## src/logic/gain_mixer_cfg.svh

```systemverilog
`ifndef GAIN_MIXER_CFG_SVH
`define GAIN_MIXER_CFG_SVH

// register offsets
`define PLAY_GAIN_OFS        7'h02
`define MIXER_OFS            7'h03

// playback gain register fields
`define LEFT_MUTE_BIT        15
`define LEFT_ATTEN_MSB       14
`define LEFT_ATTEN_LSB       8
`define RIGHT_MUTE_BIT       7
`define RIGHT_ATTEN_MSB      6
`define RIGHT_ATTEN_LSB      0

// mixer register fields
`define ST_MUTE_BIT          15
`define ST_GAIN_MSB          14
`define ST_GAIN_LSB          8
`define IN_SEL_MSB           7
`define IN_SEL_LSB           5
`define SEL_TO_REC_BIT       4
`define CELL_TO_REC_BIT      3
`define ST_DONE_BIT          0

// reset values, sidetone gain clamp and mixer write mask
`define PLAY_GAIN_RST        16'hFFFF
`define ST_GAIN_RST          7'h45
`define PLAY_ATTEN_RST       7'h7F
`define MIXER_RST            16'hC500
`define ST_GAIN_MAX          7'h5D
`define MIXER_WR_MASK        16'hFFF8

`endif

```

## src/logic/gain_mixer_pkg.sv

```systemverilog
package gain_mixer_pkg;
   typedef logic [6:0]  gain_code_t;
   typedef logic [15:0] reg_word_t;
   typedef enum logic [2:0] {
      SEL_HEADSET_SE, SEL_HANDSET_SE, SEL_AUX_IN_ONE_SE, SEL_AUX_IN_TWO_SE,
      SEL_HEADSET_AUX_IN_ONE, SEL_HEADSET_AUX_IN_TWO, SEL_HANDSET_AUX_IN_ONE, SEL_HANDSET_AUX_IN_TWO
   } input_sel_t;
endpackage

```

## src/logic/codec_dac_gain_mixer_regs.sv

```systemverilog
`timescale 1ns/1ps
// Functional notes
// Left playback muted while playback register bit 15 set; resets muted.
// Left attenuation bits 14:8, 0.5 dB per code, resets all ones.
// Right playback muted while bit 7 set; resets muted.
// Right attenuation bits 6:0, 0.5 dB per code, resets all ones.
// Sidetone muted while mixer bit 15 set; resets to one.
// Sidetone gain bits 14:8 from -34.5 dB; code 0x45 is 0 dB, reset.
// Code 0x5C gives 11.5 dB; higher codes clamp at 12 dB.
// Input select bits 7:5, codes 0-3 pick single-ended sources.
// Codes 4-7 form differential mic/aux pairs in code order.
// Host must not rely on sidetone while select top bit is one.
// Selected source reaches record converter only while bit 4 set.
// Cell phone input reaches record converter while bit 3 set.
// Mixer bits 2:1 reserved, read as zero.
// Mixer bit 0 reads one when applied sidetone gain matches setting.
// Playback gain steps 0.5 dB per word clock, or every second.
// Per-channel playback done flags when applied equals programmed gain.
// Sidetone gain steps 0.5 dB per word clock until matched.
// Writes to read-only and reserved mixer bits are ignored.
module codec_dac_gain_mixer_regs
(
   input  wire logic                      mclk_i,
   input  wire logic                      rst_i,
   input  wire logic                      wclk_i,
   input  wire logic                      playback_step_rate_i,
   input  wire logic                      reg_wr_i,
   input  wire logic                      reg_rd_i,
   input  wire logic [6:0]                reg_addr_i,
   input  wire gain_mixer_pkg::reg_word_t reg_wdata_i,
   output gain_mixer_pkg::reg_word_t      reg_rdata_o,
   output logic                           left_play_mute_o,
   output gain_mixer_pkg::gain_code_t     left_play_atten_o,
   output logic                           right_play_mute_o,
   output gain_mixer_pkg::gain_code_t     right_play_atten_o,
   output logic                           left_play_step_done_o,
   output logic                           right_play_step_done_o,
   output logic                           sidetone_mute_o,
   output gain_mixer_pkg::gain_code_t     sidetone_gain_o,
   output logic                           sidetone_valid_o,
   output logic                           headset_mic_in_o,
   output logic                           handset_mic_in_o,
   output logic                           aux_in_one_o,
   output logic                           aux_in_two_o,
   output logic                           differential_o,
   output logic                           cellular_in_to_record_o
);
   import gain_mixer_pkg::*;
`include "gain_mixer_cfg.svh"

   // ----------------------------------------
   // word clock synchroniser and step strobes
   // ----------------------------------------
   logic [2:0] wclk_sync_r;
   logic       wclk_level_r;
   logic       wclk_agree;
   logic       wclk_rise;
   logic       half_rate_r;
   logic       play_step;

   // a change counts only once the last two stages agree, so a marginal sample cannot step twice
   assign wclk_agree = (wclk_sync_r[1] == wclk_sync_r[2]);
   assign wclk_rise  = wclk_agree & wclk_sync_r[2] & ~wclk_level_r;

   always_ff @(posedge mclk_i) begin
      if (rst_i) begin
         wclk_sync_r  <= 3'h0;
         wclk_level_r <= 1'b0;
         half_rate_r  <= 1'b0;
      end else begin
         wclk_sync_r <= {wclk_sync_r[1:0], wclk_i};
         if (wclk_agree) begin
            wclk_level_r <= wclk_sync_r[2];
         end
         if (wclk_rise) begin
            half_rate_r <= ~half_rate_r;
         end
      end
   end

   // step rate select
   assign play_step = wclk_rise & (~playback_step_rate_i | half_rate_r);

   // ----------------------------------------
   // registers
   // ----------------------------------------
   // one compare shared by the write strobes and the read select
   function automatic logic addr_is(input logic [6:0] addr, input logic [6:0] ofs);
      return (addr == ofs);
   endfunction

   reg_word_t play_gain_r;
   reg_word_t mixer_r;
   logic      hit_play;
   logic      hit_mixer;
   logic      wr_play;
   logic      wr_mixer;

   assign hit_play  = addr_is(reg_addr_i, `PLAY_GAIN_OFS);
   assign hit_mixer = addr_is(reg_addr_i, `MIXER_OFS);
   assign wr_play   = reg_wr_i & hit_play;
   assign wr_mixer  = reg_wr_i & hit_mixer;

   always_ff @(posedge mclk_i) begin
      if (rst_i) begin
         play_gain_r <= `PLAY_GAIN_RST;
         mixer_r     <= `MIXER_RST;
      end else begin
         if (wr_play) begin
            play_gain_r <= reg_wdata_i;
         end
         // writable fields only
         if (wr_mixer) begin
            mixer_r <= reg_wdata_i & `MIXER_WR_MASK;
         end
      end
   end

   // ----------------------------------------
   // soft stepping
   // ----------------------------------------
   gain_code_t left_applied;
   gain_code_t right_applied;
   gain_code_t st_applied;
   logic       left_done;
   logic       right_done;
   logic       st_done;

   // both channels share one strobe, so a balanced change stays balanced while it ramps
   // left attenuation stepping
   gain_stepper #(.RESET_CODE(`PLAY_ATTEN_RST)) u_left (
      .mclk_i    (mclk_i),
      .rst_i     (rst_i),
      .step_i    (play_step),
      .target_i  (play_gain_r[`LEFT_ATTEN_MSB:`LEFT_ATTEN_LSB]),
      .applied_o (left_applied),
      .done_o    (left_done)
   );

   // right attenuation stepping
   gain_stepper #(.RESET_CODE(`PLAY_ATTEN_RST)) u_right (
      .mclk_i    (mclk_i),
      .rst_i     (rst_i),
      .step_i    (play_step),
      .target_i  (play_gain_r[`RIGHT_ATTEN_MSB:`RIGHT_ATTEN_LSB]),
      .applied_o (right_applied),
      .done_o    (right_done)
   );

   // sidetone stepping every word clock
   gain_stepper #(.RESET_CODE(`ST_GAIN_RST)) u_side (
      .mclk_i    (mclk_i),
      .rst_i     (rst_i),
      .step_i    (wclk_rise),
      .target_i  (mixer_r[`ST_GAIN_MSB:`ST_GAIN_LSB]),
      .applied_o (st_applied),
      .done_o    (st_done)
   );

   // ----------------------------------------
   // outputs
   // ----------------------------------------
   input_sel_t sel;
   gain_code_t st_gain_r;
   gain_code_t st_gain_nxt;
   assign sel = input_sel_t'(mixer_r[`IN_SEL_MSB:`IN_SEL_LSB]);

   // the clamp is kept out of the stepper so the done flag still compares the unclamped code
   always_ff @(posedge mclk_i) begin
      if (rst_i) begin
         st_gain_r <= `ST_GAIN_RST;
      end else begin
         st_gain_r <= st_gain_nxt;
      end
   end

   // left mute
   assign left_play_mute_o       = play_gain_r[`LEFT_MUTE_BIT];
   // right mute
   assign right_play_mute_o      = play_gain_r[`RIGHT_MUTE_BIT];
   assign left_play_atten_o      = left_applied;
   assign right_play_atten_o     = right_applied;
   // channel done flags
   assign left_play_step_done_o  = left_done;
   assign right_play_step_done_o = right_done;
   // sidetone mute
   assign sidetone_mute_o        = mixer_r[`ST_MUTE_BIT];
   // clamp above 12 dB code; gain from code
   assign st_gain_nxt            = (st_applied > `ST_GAIN_MAX) ? `ST_GAIN_MAX : st_applied;
   assign sidetone_gain_o        = st_gain_r;
   // differential selection voids sidetone
   assign sidetone_valid_o       = ~mixer_r[`IN_SEL_MSB];

   // source decode, gated by record enable
   logic rec_en;
   assign rec_en           = mixer_r[`SEL_TO_REC_BIT];
   assign differential_o   = rec_en & mixer_r[`IN_SEL_MSB];
   assign headset_mic_in_o = rec_en & (sel == SEL_HEADSET_SE || sel == SEL_HEADSET_AUX_IN_ONE || sel == SEL_HEADSET_AUX_IN_TWO);
   assign handset_mic_in_o = rec_en & (sel == SEL_HANDSET_SE || sel == SEL_HANDSET_AUX_IN_ONE || sel == SEL_HANDSET_AUX_IN_TWO);
   assign aux_in_one_o     = rec_en & (sel == SEL_AUX_IN_ONE_SE || sel == SEL_HEADSET_AUX_IN_ONE || sel == SEL_HANDSET_AUX_IN_ONE);
   assign aux_in_two_o     = rec_en & (sel == SEL_AUX_IN_TWO_SE || sel == SEL_HEADSET_AUX_IN_TWO || sel == SEL_HANDSET_AUX_IN_TWO);
   // cell phone path
   assign cellular_in_to_record_o = mixer_r[`CELL_TO_REC_BIT];

   // ----------------------------------------
   // read data
   // ----------------------------------------
   reg_word_t mixer_rd;
   reg_word_t rdata_nxt;
   reg_word_t rdata_r;
   // reserved zero, done flag
   assign mixer_rd  = {mixer_r[15:3], 2'b00, st_done};
   // unmapped offsets read as zero instead of aliasing a real register
   assign rdata_nxt = hit_play  ? play_gain_r :
                      hit_mixer ? mixer_rd : 16'h0000;

   // read data is held between reads so a slow host can pick it up late
   always_ff @(posedge mclk_i) begin
      if (rst_i) begin
         rdata_r <= 16'h0000;
      end else if (reg_rd_i) begin
         rdata_r <= rdata_nxt;
      end
   end
   assign reg_rdata_o = rdata_r;
endmodule

```

## src/logic/gain_stepper.sv

```systemverilog
`timescale 1ns/1ps
// one soft-stepped gain code: moves one code (0.5 dB) per step strobe
module gain_stepper #(
   parameter logic [6:0] RESET_CODE = 7'h7F
) (
   input  wire logic       mclk_i,
   input  wire logic       rst_i,
   input  wire logic       step_i,
   input  wire logic [6:0] target_i,
   output logic      [6:0] applied_o,
   output logic            done_o
);
   logic [6:0] applied_r;
   logic [6:0] applied_nxt;

   assign applied_nxt = (applied_r < target_i) ? 7'(applied_r + 7'h01) :
                        (applied_r > target_i) ? 7'(applied_r - 7'h01) : applied_r;
   assign applied_o   = applied_r;
   assign done_o      = (applied_r == target_i);

   always_ff @(posedge mclk_i) begin
      if (rst_i) begin
         applied_r <= RESET_CODE;
      end else if (step_i) begin
         applied_r <= applied_nxt;
      end
   end
endmodule

```

## config.mk

```make
export PLATFORM = sky130hd
export DESIGN_NAME = codec_dac_gain_mixer_regs
export DESIGN_NICKNAME = d
export VERILOG_FILES = /design/src/logic/gain_mixer_pkg.sv /design/src/logic/codec_dac_gain_mixer_regs.sv /design/src/logic/gain_stepper.sv
export VERILOG_INCLUDE_DIRS = /design/src /design/src/logic
export SDC_FILE = /design/constraint.sdc
export NUM_CORES = 1
export LEC_CHECK = 0
export ABC_AREA = 1
export BUFFER_PORTS_ARGS = -buffer_cell sky130_fd_sc_hd__buf_4
export CAP_MARGIN = 20
export CORE_MARGIN = 1
export CORE_UTILIZATION = 44
export DETAILED_ROUTE_END_ITERATION = 8
export GPL_TIMING_DRIVEN = 0
export PLACE_DENSITY = 0.7
export SETUP_SLACK_MARGIN = 0.3
export SKIP_LAST_GASP = 1
export SYNTH_ARGS = -nofsm -noshare
export SYNTH_HDL_FRONTEND = slang
export SYNTH_SLANG_ARGS = --single-unit
export TNS_END_PERCENT = 50
```

## constraint.sdc

```tcl
create_clock -name mclk_i -period 6 [get_ports mclk_i]
set_input_delay 0.9 -clock mclk_i [delete_from_list [all_inputs] [get_ports mclk_i]]
set_output_delay 0.9 -clock mclk_i [all_outputs]
set_load 0.02 [all_outputs]
```

### Yosys cells after proc, flatten, opt, wreduce, memory -nomap -nowiden

Cells that the tools add are included.

* register bits: 78
* output and inout bits: 49
* input bits: 29

* $add $sub $neg: 6
* reductions and logical operators: 16
* bitwise gates (word level): 15
* order comparisons: 7
* mux-type cells: 9
* equal/unequal tests: 13

Operators with widths (number)
* 7-bit 2-to-1 mux: 6
* 16-bit 2-to-1 mux: 2
* 7-bit by 1-bit adder with 7-bit output, second input constant: 3
* 7-bit equality test: 3
* 7-bit greater-than comparator: 3
* 7-bit less-than comparator: 3
* 7-bit by 1-bit subtractor with 7-bit output, second input constant: 3
* 7-bit by 2-bit equality test with 1-bit output, second input constant: 2
* 3-bit equality test, second input constant: 4
* 1-bit bitwise AND: 10
* 1-bit logical OR: 8
* 7-bit greater-than comparator, second input constant: 1
* 3-bit by 2-bit equality test with 1-bit output, second input constant: 2
* 2-bit AND reduction: 3
* 2-bit nonzero test: 3
* 5-bit 2-to-1 mux: 1
* 1-bit inverter: 4
* 3-bit by 1-bit equality test with 1-bit output, second input constant: 1
* 3-bit logical NOT: 1
* 2-bit OR reduction: 1
* 1-bit equality test: 1
* 1-bit OR: 1

### Logic depth before layout (Yosys ltp)

* word-level depth: 5
* mapped depth: 17

### Modules after synthesis

A second synthesis with hierarchy kept.

* cells, all modules: 675
* area, all modules: 4678.2 sq um

By module, submodules not included
* codec_dac_gain_mixer_regs: cells an instance 346, sequential area each 1141.1 sq um, area each 2472.4 sq um, instances 1
* gain_stepper (u_left ...): cells an instance 112, sequential area each 140.1 sq um, area each 735.7 sq um, instances 2
* gain_stepper (u_side): cells an instance 105, sequential area each 140.1 sq um, area each 734.5 sq um, instances 1

### Worst setup path after synthesis

Ideal clock, no wire load.

* kind: reg-to-reg
* from: reg u_right.applied_r[5], in the netlist u_right.applied_o[5]
* to: reg u_right.applied_r[6], in the netlist u_right.applied_o[6]
* buffers on the path: 0
* setup slack: 3622 ps
* stages on the path, launching flop included: 14
* period minus slack after synthesis: 2378 ps
* arrival time: 2245 ps
* cells stage by stage: dfxtp_1 -> ha_1 -> nand2_1 -> inv_1 -> a21oi_2 -> nand2_2 -> ha_1 -> or2_2 -> nand3_1 -> nand2_1 -> nand2_1 -> nand2_1 -> o21bai_1 -> nand3_1

* longest elaborated chain between the ends: 3
* elaborated cells between the ends (all ways): 8
* those cells by class: 2 x add/sub; 2 x order compare; 2 x mux; 2 x reduce/logical

RTL lines
* start, declared: RTL line gain_stepper.sv:13 `logic [6:0] applied_r;`
* start signal, assigned: RTL line gain_stepper.sv:25 `applied_r <= applied_nxt;`
* 7-bit by 1-bit subtractor with 7-bit output (tied with other cells): RTL line gain_stepper.sv:17 `(applied_r > target_i) ? 7'(applied_r - 7'h01) : applied_r;`
* 7-bit 2-to-1 mux or 2-bit nonzero test (tied branches)
* 7-bit 2-to-1 mux or 2-bit AND reduction (tied branches)

Parallel ways exist; a longest one is shown, timed or not. The select of a mux whose other input is x is not followed.
A chain may end at the register's enable or synchronous reset.

### Final worst setup path

* from: reg u_right.applied_r[0], in the netlist u_right.applied_o[0]
* to: out right_play_step_done_o

* longest elaborated chain between the ends: 1

RTL lines
* 7-bit equality test: RTL line gain_stepper.sv:19 `assign done_o = (applied_r == target_i);`
* end, declared: RTL line codec_dac_gain_mixer_regs.sv:37 `output logic right_play_step_done_o,`

Every way passes these cells.

==> parameters.txt <==
Parameter                              Value

Status
  Outcome ... completed

STA
  Hold Violations, Final ... 0
  Transition time at the pin with the least slew margin ... 0.738 ns
  Slew margin rel. ... 0.508
  Min Clock Period, post-route ... 2.64 ns
  Unrepaired setup endpoints after global routing ... no
  Fmax ... 0.378 GHz
  Final critical-path share of the clock period ... 0.440
  Setup slack after layout ... 3.36 ns
  Max-slew violation count ... 0
  Final setup fails ... 0
  Setup clock skew after layout ... 0.00955 ns
  Total Negative Setup Slacks ... 0 ns
  Worst hold-check slack ... 0.407 ns

Detailed routing
  Avg WL per Cell ... 13.3 um
  Post-DR vias/cell ... 4.99
  Met2 routed WL ... 5650 um
  Antenna viol nets, final ... 0
  Vias ... 4200
  Top routing layer used ... met4
  DRT Wirelength ... 11200 um
  Iter 0 DRT Violations ... 194
  Met3 layer wire length in the routed design ... 583 um
  Met1 Routed Length ... 4900 um
  Remaining DRCs ... 0
  DRT Pass-1 Iters ... 6

Placement
  Weighted congestion at the end of routability-driven global placement ... 0.867
  Post-DP HPWL ... 8750 um
  Total of buffers placed on input and output ports ... 77
  Worst Setup Slack post-DPL ... 3.41 ns

Final layout
  Area added between synthesis and finish ... 21.2%
  Number of nets at the end of the flow ... 775
  Count of inserted antenna diode cells ... 0
  Final core area utilization ... 0.558
  Layout cells sized above 1 ... 0.221
  Fill cell total of the finished layout ... 967

Die
  Number of top-level pins ... 78
  Area enclosed by the die boundary ... 10800 um^2
  DIE WIDTH ... 104 um
  Starting Density ... 0.460
  Die H ... 104 um
  Core area ... 9910 um^2
  Standard-cell rows ... 36

Run
  Max capacitance violation total ... 0

Global route
  GRT Total Usage ... 0.213
  Initial antenna violation count ... 0
  Wire length of the first global-routing pass ... 18500 um
  Number of global-route vias before repair ... 3994
  Largest net degree at the start of global routing ... 13
  Global route overflow ... 0

Clock network
  Clock Sinks ... 78
  Clock tree from TritonCTS ... yes
  Clock latency of the later-clocked register in the worst-skew pair ... 0.35 ns
  H-tree levels ... 3
  Hold-fix buffer count after cts ... 0
  Buffer depth of the longest clock path ... 2
  Post-CTS sizing ... 0
  Clock transition at the registers of the reported paths ... 0.08 ns
  Clock buffers created by TritonCTS ... 9
  Buffer count from post-CTS setup fixing ... 0
  Root Buffer Master ... sky130_fd_sc_hd__clkbuf_8

Synth
  Count of flip-flops with a built-in enable after synthesis ... 0
  Post-synthesis instance total ... 617
  Count of distinct cell types in the synthesized netlist ... 39
  Area of the mapped netlist ... 4560 um^2
  Synthesized area divided by synthesized cell count ... 7.39 um^2
  Post-synthesis async set-or-reset flop share ... 0
  Sequential cell area fraction in the yosys report ... 0.343
  Main flop type after synthesis ... sky130_fd_sc_hd__dfxtp_1
  Synth warn ... 0
  Nets in the synthesized netlist ... 687
  Number of flip-flops and latches in the synthesized netlist ... 78

Power
  Total design power ... 1080 uW
  Net switching fraction of the power ... 0.236
  IR Drop Worst-Case VDD ... 0.000132 V
  Internal power contribution ... 822 uW
  Power density over cell area ... 195 nW/um^2
  Net Switching ... 254 uW
  Leakage power total ... 0.00275 uW
  Combinational cell fraction of total power ... 0.097
  Fraction of power consumed by sequential logic ... 0.491
  Part of the total power dissipated in the clock network ... 0.412

Setup path
  Critical path arrival ... 1.74 ns
  Kind of end point of the critical path ... output pin
  Category of the critical setup timing path ... reg2out
  R2R setup slack ... 3.38 ns
  Data required, critical path ... 5.10 ns
  Worst Setup Start Kind ... register
  Top fanout value on the critical path ... 6

Hold path
  Hold Path Class ... reg2reg
==> layout make-up <==
type | count | area [um^2] | share of cell area
Multi-Input combinational cell | 430 | 2540 | 0.459
Sequential cell | 78 | 1560 | 0.283
Timing Repair Buffer | 77 | 578 | 0.105
Inverter | 92 | 348 | 0.0630
Tap cell | 133 | 166 | 0.0301
Clock buffer | 12 | 155 | 0.0281
Buffer | 17 | 113 | 0.0204
Clock inverter | 3 | 67.6 | 0.0122
==> sequential cells by signal, indices dropped and copies added (netlist names), 3 cells and up <==
signal,count
play_gain_r,16
reg_rdata_o,16
mixer_r,13
sidetone_gain_o,7
u_left.applied_o,7
u_right.applied_o,7
u_side.applied_o,7
wclk_sync_r,3
==> per-stage QoR <==
step / area, um^2 / std cells
6_report: 5530 / 842
5_1_grt: 5530 / 842
4_1_cts: 5530 / 842
3_5_place_dp: 5300 / 827
3_3_place_gp: 5300 / 827
2_1_floorplan: 4560 / 617
==> cell families after synthesis <==
family | count (synthesis) | synth area share
DFF | 78 | 0.343
and+or+nand+nor | 268 | 0.264
xor gates and xnor gates | 8 | 0.0154
buffers and inverters | 109 | 0.101
adders and majority gates | 41 | 0.117
AOI/OAI and AO/OA | 113 | 0.160
==> worst max-delay path: stages, from the launching register on <==
cell	delay, ns
sky130_fd_sc_hd__dfxtp_1	0.45
sky130_fd_sc_hd__inv_1	0.08
sky130_fd_sc_hd__ha_1	0.28
sky130_fd_sc_hd__nand3_1	0.10
sky130_fd_sc_hd__nor3_2	0.28
sky130_fd_sc_hd__buf_4	0.21
==> per-layer routing <==
metal	GRT usage	vias to the layer above
met4	0.0714	0
met5	0	-
li1	-	2164
met3	0.0302	11
met1	0.264	1924
met2	0.378	101
==> layout by cell type (no fill, tap or decap), types with 3 or more instances in the layout <==
cell                         n
sky130_fd_sc_hd__o21ai_1    24
sky130_fd_sc_hd__buf_2       3
sky130_fd_sc_hd__o21ai_0    19
sky130_fd_sc_hd__nor3b_1     3
sky130_fd_sc_hd__nand3_1    33
sky130_fd_sc_hd__fa_1        3
sky130_fd_sc_hd__o211ai_2   16
sky130_fd_sc_hd__inv_1      88
sky130_fd_sc_hd__clkbuf_1    8
sky130_fd_sc_hd__buf_6       5
sky130_fd_sc_hd__a21oi_2     4
sky130_fd_sc_hd__nand3_2     3
sky130_fd_sc_hd__ha_1       38
sky130_fd_sc_hd__xor2_1      6
sky130_fd_sc_hd__nor2_1     65
sky130_fd_sc_hd__a21oi_1    39
sky130_fd_sc_hd__or2_2       7
sky130_fd_sc_hd__clkbuf_8   11
sky130_fd_sc_hd__o21bai_1    3
sky130_fd_sc_hd__nand2_2    13
sky130_fd_sc_hd__nor3_2      4
sky130_fd_sc_hd__buf_4      79
sky130_fd_sc_hd__dfxtp_1    78
sky130_fd_sc_hd__o211ai_1    3
sky130_fd_sc_hd__nand2_1   132
==> synth_stat cells, types with 2 or more instances <==
master	number	area (um^2)
sky130_fd_sc_hd__a21oi_1	39	195
sky130_fd_sc_hd__a21oi_2	4	35.0
sky130_fd_sc_hd__a31oi_1	2	12.5
sky130_fd_sc_hd__buf_2	3	15.0
sky130_fd_sc_hd__buf_4	2	15.0
sky130_fd_sc_hd__buf_6	5	56.3
sky130_fd_sc_hd__clkbuf_1	7	26.3
sky130_fd_sc_hd__dfxtp_1	78	1560
sky130_fd_sc_hd__fa_1	3	60.1
sky130_fd_sc_hd__ha_1	38	475
sky130_fd_sc_hd__inv_1	88	330
sky130_fd_sc_hd__inv_2	2	7.51
sky130_fd_sc_hd__nand2_1	132	495
sky130_fd_sc_hd__nand2_2	13	81.3
sky130_fd_sc_hd__nand3_1	33	165
sky130_fd_sc_hd__nand3_2	3	30.0
sky130_fd_sc_hd__nor2_1	65	244
sky130_fd_sc_hd__nor2_4	2	22.5
sky130_fd_sc_hd__nor3_2	4	40.0
sky130_fd_sc_hd__nor3b_1	3	22.5
sky130_fd_sc_hd__o211ai_1	3	22.5
sky130_fd_sc_hd__o211ai_2	16	200
sky130_fd_sc_hd__o21ai_0	19	95.1
sky130_fd_sc_hd__o21ai_1	24	120
sky130_fd_sc_hd__o21bai_1	3	22.5
sky130_fd_sc_hd__or2_2	7	43.8
sky130_fd_sc_hd__xnor2_1	2	17.5
sky130_fd_sc_hd__xor2_1	6	52.6
==> path summary, 6_finish.rpt <==
| path | startpoint | endpoint | cells after the start |
|---|---|---|---|
| worst max-delay path | u_right.applied_o[0] | right_play_step_done_o | 5 |
| worst min-delay path | wclk_sync_r[0] | wclk_sync_r[1] | 2 |
| worst max register to register | u_side.applied_o[2] | u_side.applied_o[6] | 13 |
| worst min register to register | wclk_sync_r[0] | wclk_sync_r[1] | 2 |
==> power groups by stage <==
stage	Combinational, uW	Sequential, uW	Clock [uW]
detailed placement	104	541	0
global route	115	529	470
floorplan	54.1	547	0
finish	104	529	443
CTS	104	529	451
global placement	102	541	0
Power figures use the tool's default switching activity.
